===== config.mk =====
export PLATFORM = sky130hd
export DESIGN_NAME = bicm_top
export DESIGN_NICKNAME = d
export VERILOG_FILES = /design/src/bicm_top.v /design/src/bicm_sense.v /design/src/bicm_arbiter.v
export VERILOG_INCLUDE_DIRS = /design/src
export SDC_FILE = /design/constraint.sdc
export NUM_CORES = 1
export LEC_CHECK = 0
export ABC_AREA = 1
export BUFFER_PORTS_ARGS = -buffer_cell sky130_fd_sc_hd__buf_2
export CAP_MARGIN = 20
export CORE_MARGIN = 1
export CORE_UTILIZATION = 50
export DETAILED_ROUTE_END_ITERATION = 16
export PLACE_DENSITY = 0.85
export REMOVE_ABC_BUFFERS = 1
export SYNTH_ARGS = -nofsm -noshare
export SYNTH_HDL_FRONTEND = slang
export SYNTH_SLANG_ARGS = --single-unit

===== constraint.sdc =====
create_clock -name clk -period 5.7 [get_ports clk]
set_input_delay 1.14 -clock clk [delete_from_list [all_inputs] [get_ports clk]]
set_output_delay 1.14 -clock clk [all_outputs]
set_load 0.005 [all_outputs]

===== src/bicm_defines.vh =====
`ifndef BICM_DEFINES_VH
`define BICM_DEFINES_VH

// Source count: 38 active-low inputs then 4 active-high inputs
`define BICM_NUM_SRC      42
`define BICM_NUM_LOW      38
`define BICM_CODE_W       6
`define BICM_LEVEL_W      4
`define BICM_IDX_W        6

// First code of the active-low run and of the active-high run
`define BICM_CODE_LOW_BASE  6'h04
`define BICM_CODE_HIGH_BASE 6'h2C
`define BICM_CODE_NONE      6'h00
`define BICM_LEVEL_NONE     4'h0

// Polarity per source index: 1 = active high
`define BICM_POL_HIGH_MASK  42'h3C000000000

// Priority level per source index, index 0 in the low nibble
`define BICM_PRI_TABLE      168'h874387458852337654311666643112765444444444

`endif


===== src/bicm_top.v =====
`timescale 1ns/1ps
`include "bicm_defines.vh"

module bicm_top
(
  input  wire                      clk,
  input  wire                      rst,
  input  wire [3:0]                slot0_req_n,
  input  wire [3:0]                slot1_req_n,
  input  wire [3:0]                slot2_req_n,
  input  wire [3:0]                slot3_req_n,
  input  wire [3:0]                slot4_req_n,
  input  wire                      disk_primary_req_n,
  input  wire                      rtc_wake_req_n,
  input  wire                      disk_secondary_req_n,
  input  wire                      io_mgmt_req_n,
  input  wire                      network_req_n,
  input  wire [2:0]                spare_a_req_n,
  input  wire                      power_button_req_n,
  input  wire                      pme_a_req_n,
  input  wire                      smart_card_req_n,
  input  wire                      pme_b_req_n,
  input  wire                      audio_req_n,
  input  wire                      spare_b_req_n,
  input  wire                      usb_high_speed_req_n,
  input  wire                      usb_full_speed_req_n,
  input  wire [1:0]                spare_c_req_n,
  input  wire                      serial_port_req,
  input  wire                      parallel_port_req,
  input  wire                      two_wire_device_req,
  input  wire                      overtemp_req,
  output reg                       irq_valid,
  output reg  [`BICM_CODE_W-1:0]   irq_code,
  output reg  [`BICM_LEVEL_W-1:0]  irq_level,
  output reg  [`BICM_NUM_SRC-1:0]  irq_pending
);

  wire [`BICM_NUM_SRC-1:0]  req_raw;
  wire [`BICM_NUM_SRC-1:0]  pending;
  wire                      found;
  wire [`BICM_IDX_W-1:0]    win_idx;
  wire [`BICM_LEVEL_W-1:0]  win_level;
  reg  [`BICM_CODE_W-1:0]   next_code;

  // Index width copy of the low-run length keeps the code arithmetic at six bits
  localparam [`BICM_IDX_W-1:0] low_count = `BICM_NUM_LOW;

  // Index order follows code order; slot lines A..D sit in bits 0..19, four per slot, slot 0 in bits 0..3
  assign req_raw = {overtemp_req,
                    two_wire_device_req,
                    parallel_port_req, serial_port_req,
                    spare_c_req_n,
                    usb_full_speed_req_n, usb_high_speed_req_n,
                    spare_b_req_n, audio_req_n,
                    pme_b_req_n,
                    smart_card_req_n,
                    pme_a_req_n,
                    power_button_req_n,
                    spare_a_req_n, network_req_n,
                    io_mgmt_req_n,
                    disk_secondary_req_n,
                    rtc_wake_req_n,
                    disk_primary_req_n,
                    slot4_req_n,
                    slot3_req_n,
                    slot2_req_n,
                    slot1_req_n,
                    slot0_req_n};

  bicm_sense
  #(
    .NUM_SRC  (`BICM_NUM_SRC),
    .POL_HIGH (`BICM_POL_HIGH_MASK)
  )
  u_sense
  (
    .clk     (clk),
    .rst     (rst),
    .req_raw (req_raw),
    .pending (pending)
  );

  // Levels per index come from the priority table
  bicm_arbiter
  #(
    .NUM_SRC (`BICM_NUM_SRC),
    .PRI     (`BICM_PRI_TABLE)
  )
  u_arb
  (
    .pending   (pending),
    .found     (found),
    .win_idx   (win_idx),
    .win_level (win_level)
  );

  // Index to code: low run starts at 0x04, high run skips 0x2A and 0x2B
  always @*
  begin
    if (!found)
      next_code = `BICM_CODE_NONE;
    else if (win_idx < low_count)
      next_code = win_idx + `BICM_CODE_LOW_BASE;
    else
      next_code = win_idx - low_count + `BICM_CODE_HIGH_BASE;
  end

  always @(posedge clk or posedge rst)
  begin
    if (rst)
    begin
      irq_valid   <= 1'b0;
      irq_code    <= `BICM_CODE_NONE;
      irq_level   <= `BICM_LEVEL_NONE;
      irq_pending <= {`BICM_NUM_SRC{1'b0}};
    end
    else
    begin
      irq_valid   <= found;
      irq_code    <= next_code;
      irq_level   <= found ? win_level : `BICM_LEVEL_NONE;
      irq_pending <= pending;
    end
  end

endmodule


===== src/bicm_sense.v =====
`timescale 1ns/1ps
`include "bicm_defines.vh"

// Normalises each request to active high and holds it as a pending level
module bicm_sense
#(
  parameter                  NUM_SRC  = `BICM_NUM_SRC,
  parameter [NUM_SRC-1:0]    POL_HIGH = `BICM_POL_HIGH_MASK
)
(
  input  wire                clk,
  input  wire                rst,
  input  wire [NUM_SRC-1:0]  req_raw,
  output reg  [NUM_SRC-1:0]  pending
);

  genvar i;
  generate
    for (i = 0; i < NUM_SRC; i = i + 1)
    begin : g_src
      always @(posedge clk or posedge rst)
      begin
        if (rst)
          pending[i] <= 1'b0;
        else
          pending[i] <= POL_HIGH[i] ? req_raw[i] : ~req_raw[i];
      end
    end
  endgenerate

endmodule


===== src/bicm_arbiter.v =====
`timescale 1ns/1ps
`include "bicm_defines.vh"

// Picks the pending source with the highest level; ties go to the lower code
module bicm_arbiter
#(
  parameter                        NUM_SRC = `BICM_NUM_SRC,
  parameter [NUM_SRC*4-1:0]        PRI     = `BICM_PRI_TABLE
)
(
  input  wire [NUM_SRC-1:0]        pending,
  output reg                       found,
  output reg  [`BICM_IDX_W-1:0]    win_idx,
  output reg  [`BICM_LEVEL_W-1:0]  win_level
);

  integer k;

  always @*
  begin
    found     = 1'b0;
    win_idx   = {`BICM_IDX_W{1'b0}};
    win_level = `BICM_LEVEL_NONE;
    for (k = 0; k < NUM_SRC; k = k + 1)
    begin
      if (pending[k] && (!found || PRI[k*4 +: 4] > win_level))
      begin
        found     = 1'b1;
        win_idx   = k[`BICM_IDX_W-1:0];
        win_level = PRI[k*4 +: 4];
      end
    end
  end

endmodule


==> flow_summary.json <==
{
  "status": "complete, no violations",
  "async_reset_ff_share_pct": 100,
  "grtUsageTotal_pct": 20.2,
  "coreArea_um2": 8180,
  "synth_cells": 451,
  "drive_gt1_share_pct": 29.4,
  "fp-row-count": 33,
  "setup_viol": 0,
  "synth_compound_area_share_pct": 6.92,
  "design_area_um2": 5020,
  "worstHoldStart": "u_sense.pending[37]",
  "reg2regPathDepth": 47,
  "synth_top_family_by_area": "simple AND/OR/NAND/NOR gates",
  "synth_fa_ha_area_share_pct": 0.895,
  "grt_antenna_before_repair": 0,
  "ys_warn_count": 0,
  "worstSetupPathDepth": 47,
  "fmax_mhz": 194,
  "crit_type": "flop to flop",
  "post_cts_buffers": 0,
  "cts_sinks": 95,
  "hold_slack_ns": 0.389,
  "cp_slowest_cell": "dfrtp_1",
  "yosys.area.top_type": "dfrtp_1",
  "cts_buffers": 9,
  "synth_top_area_share_pct": 56.7,
  "syn2layout_area_growth_pct": 19.8,
  "netlist_area_um2": 4190,
  "gp_congestion": 1.01,
  "r2r-start": "u_sense.pending[1]",
  "hp-class": "flop to flop",
  "finalPower_w": 0.00134,
  "drv_slew": 0,
  "ys_seq_area_share_pct": 56.7,
  "pwr_density_cell_nw_per_um2": 266,
  "viasPerCell": 4.90,
  "die_h_um": 93.6,
  "fp.dieW_um": 93.6,
  "cpPeakStageDelay_ns": 0.43,
  "tritoncts": "done",
  "ir_drop_mv": 0.0987,
  "htree_levels": 3,
  "remaining_drc_errors": 0,
  "timing.rr.end": "irq_code[3]",
  "drtPass1Iterations": 6,
  "p_leak_nw": 2.79,
  "start_util_pct": 51.3,
  "worstMarginPinSlew_ns": 0.559,
  "critPathRequiredTime_ns": 5.96,
  "synthMuxAreaShare_pct": 0,
  "rsz0062_at_grt": "false",
  "synth_top_cells_by_count": "inv_1, dfrtp_1, nand2_1, nor2_1, nand3_1",
  "path_clk_slew_ns": 0.10,
  "synth_simple_gate_area_share_pct": 25.2,
  "wl_per_cell_um": 12.5,
  "cts_buffer_depth": 2,
  "crit_top_cell": "nand2_2",
  "dp_hpwl_um": 6300,
  "min_to": "irq_pending[37]",
  "synthFlopType": "dfrtp_1",
  "cap_violations": 0,
  "grt_max_degree": 96,
  "vias": 3269,
  "endpoint_kind": "flop",
  "clk_latency_ns": 0.36,
  "hold-path-cell-count": 0,
  "period_share_pct": 90.4,
  "path_buf_inv": 4,
  "min_period_ns": 5.15,
  "yosys-top-cells-area": "dfrtp_1, inv_1, nand2_1",
  "final_core_util_pct": 61.4,
  "portBuffers": 96,
  "grt_pass1_wl_um": 13700,
  "drt.antenna.violating_nets": 0,
  "fin_worst_skew_ns": 0.0177,
  "root_buffer": "clkbuf_8",
  "crit_family": "simple AND/OR/NAND/NOR gates",
  "postCtsHoldBufs": 0,
  "arrival_ns": 5.41,
  "synth-edff-count": 0,
  "rrSetupSlack_ns": 0.55,
  "avgSynthCellArea_um2": 9.30,
  "antenna_cells": 0,
  "synth-seq-cells": 95,
  "fin_nets": 604,
  "dieArea_um2": 8760,
  "start_kind": "flop",
  "synth.most_common_cell": "inv_1",
  "slew_headroom_pct": 62.4,
  "cp_max_fo": 11,
  "routed_wl_um": 8340,
  "grt.overflow.total": 0,
  "synth.distinct_cells": 37,
  "hold_viol_final": 0,
  "synth_xor_area_share_pct": 0,
  "cts-resized-gates": 0,
  "grt_pass1_vias": 3154,
  "pin_count": 97,
  "finalSetupTns_ns": 0,
  "placed_area_um2": 4790,
  "drt_iter0_markers": 236
}
how the worst max path moves through the flow:
stage	slack (ns)	startpoint	to
3_5_place_dp	0.61	u_sense.pending[1]	irq_code[3]
3_3_place_gp	0.98	u_sense.pending[2]	irq_code[3]
6_report	0.55	u_sense.pending[1]	irq_code[3]
5_1_grt	0.04	u_sense.pending[1]	irq_code[3]
4_1_cts	0.58	u_sense.pending[2]	irq_code[3]
2_1_floorplan	1.33	u_sense.pending[2]	irq_code[3]
layer usage:
layer | part of all wire (%) | track usage (%) | up-vias
met5 | 0 | 0 | -
met4 | 2.0 | 8.08 | 0
met3 | 5.5 | 5.20 | 22
met2 | 49 | 33.2 | 125
met1 | 44 | 25.4 | 1502
li1 | - | - | 1620
registers in the layout (all words and copies together), names as in the netlist:
signal and cells:
u_sense.pending 42, irq_code 6, irq_level 4, irq_pending 42, irq_valid 1
cell type report:
type	count	area (µm²)
clock buffer	10	138
clock inverter	6	67.6
multi-input combinational	244	1380
timing repair buffer	97	508
tap	105	131
inverter	110	415
fill	668	3150
sequential	95	2380
power by group:
part,leakage (nW),internal (W),switching (W)
combinational,1.59,0.0000621,0.0000941
sequential,1.10,0.000712,0.0000234
clock,0.0989,0.000216,0.000227
cells in the final DEF (no fill, tap or decap), types with 2 or more instances in the layout:
cell type / n
nor4_1: 4
ha_1: 3
nand2_1: 70
nor2_2: 3
nor2_4: 4
o31ai_1: 2
nor3_1: 4
o2111ai_1: 2
nand4_1: 13
o211ai_1: 4
inv_2: 9
dfrtp_1: 95
buf_2: 96
clkinvlp_4: 2
nand2_2: 14
o21ai_0: 12
nand2_4: 3
o21ai_1: 5
nor2_1: 38
nand4_2: 2
inv_1: 99
clkbuf_8: 10
nand3_2: 7
nand3_4: 4
nand3_1: 26
a21oi_1: 13
per-stage QoR:
stage               std cells  setup WS (ns)
CTS                       666          0.579
floorplan                 449           1.33
global route              667         0.0355
finish                    667          0.546
global placement          650          0.977
detailed placement        650          0.606
cells by family (layout without fill, tap and decap cells):
| group | count (synthesis) | count (layout) |
|---|---|---|
| AND/OR/NAND/NOR | 195 | 195 |
| buffers and inverters | 112 | 223 |
| flip-flops | 95 | 95 |
| adder cells (fa/ha/maj) | 3 | 3 |
| AO/OA/AOI/OAI | 46 | 46 |
No activity file was read; power rests on OpenSTA's default activity.
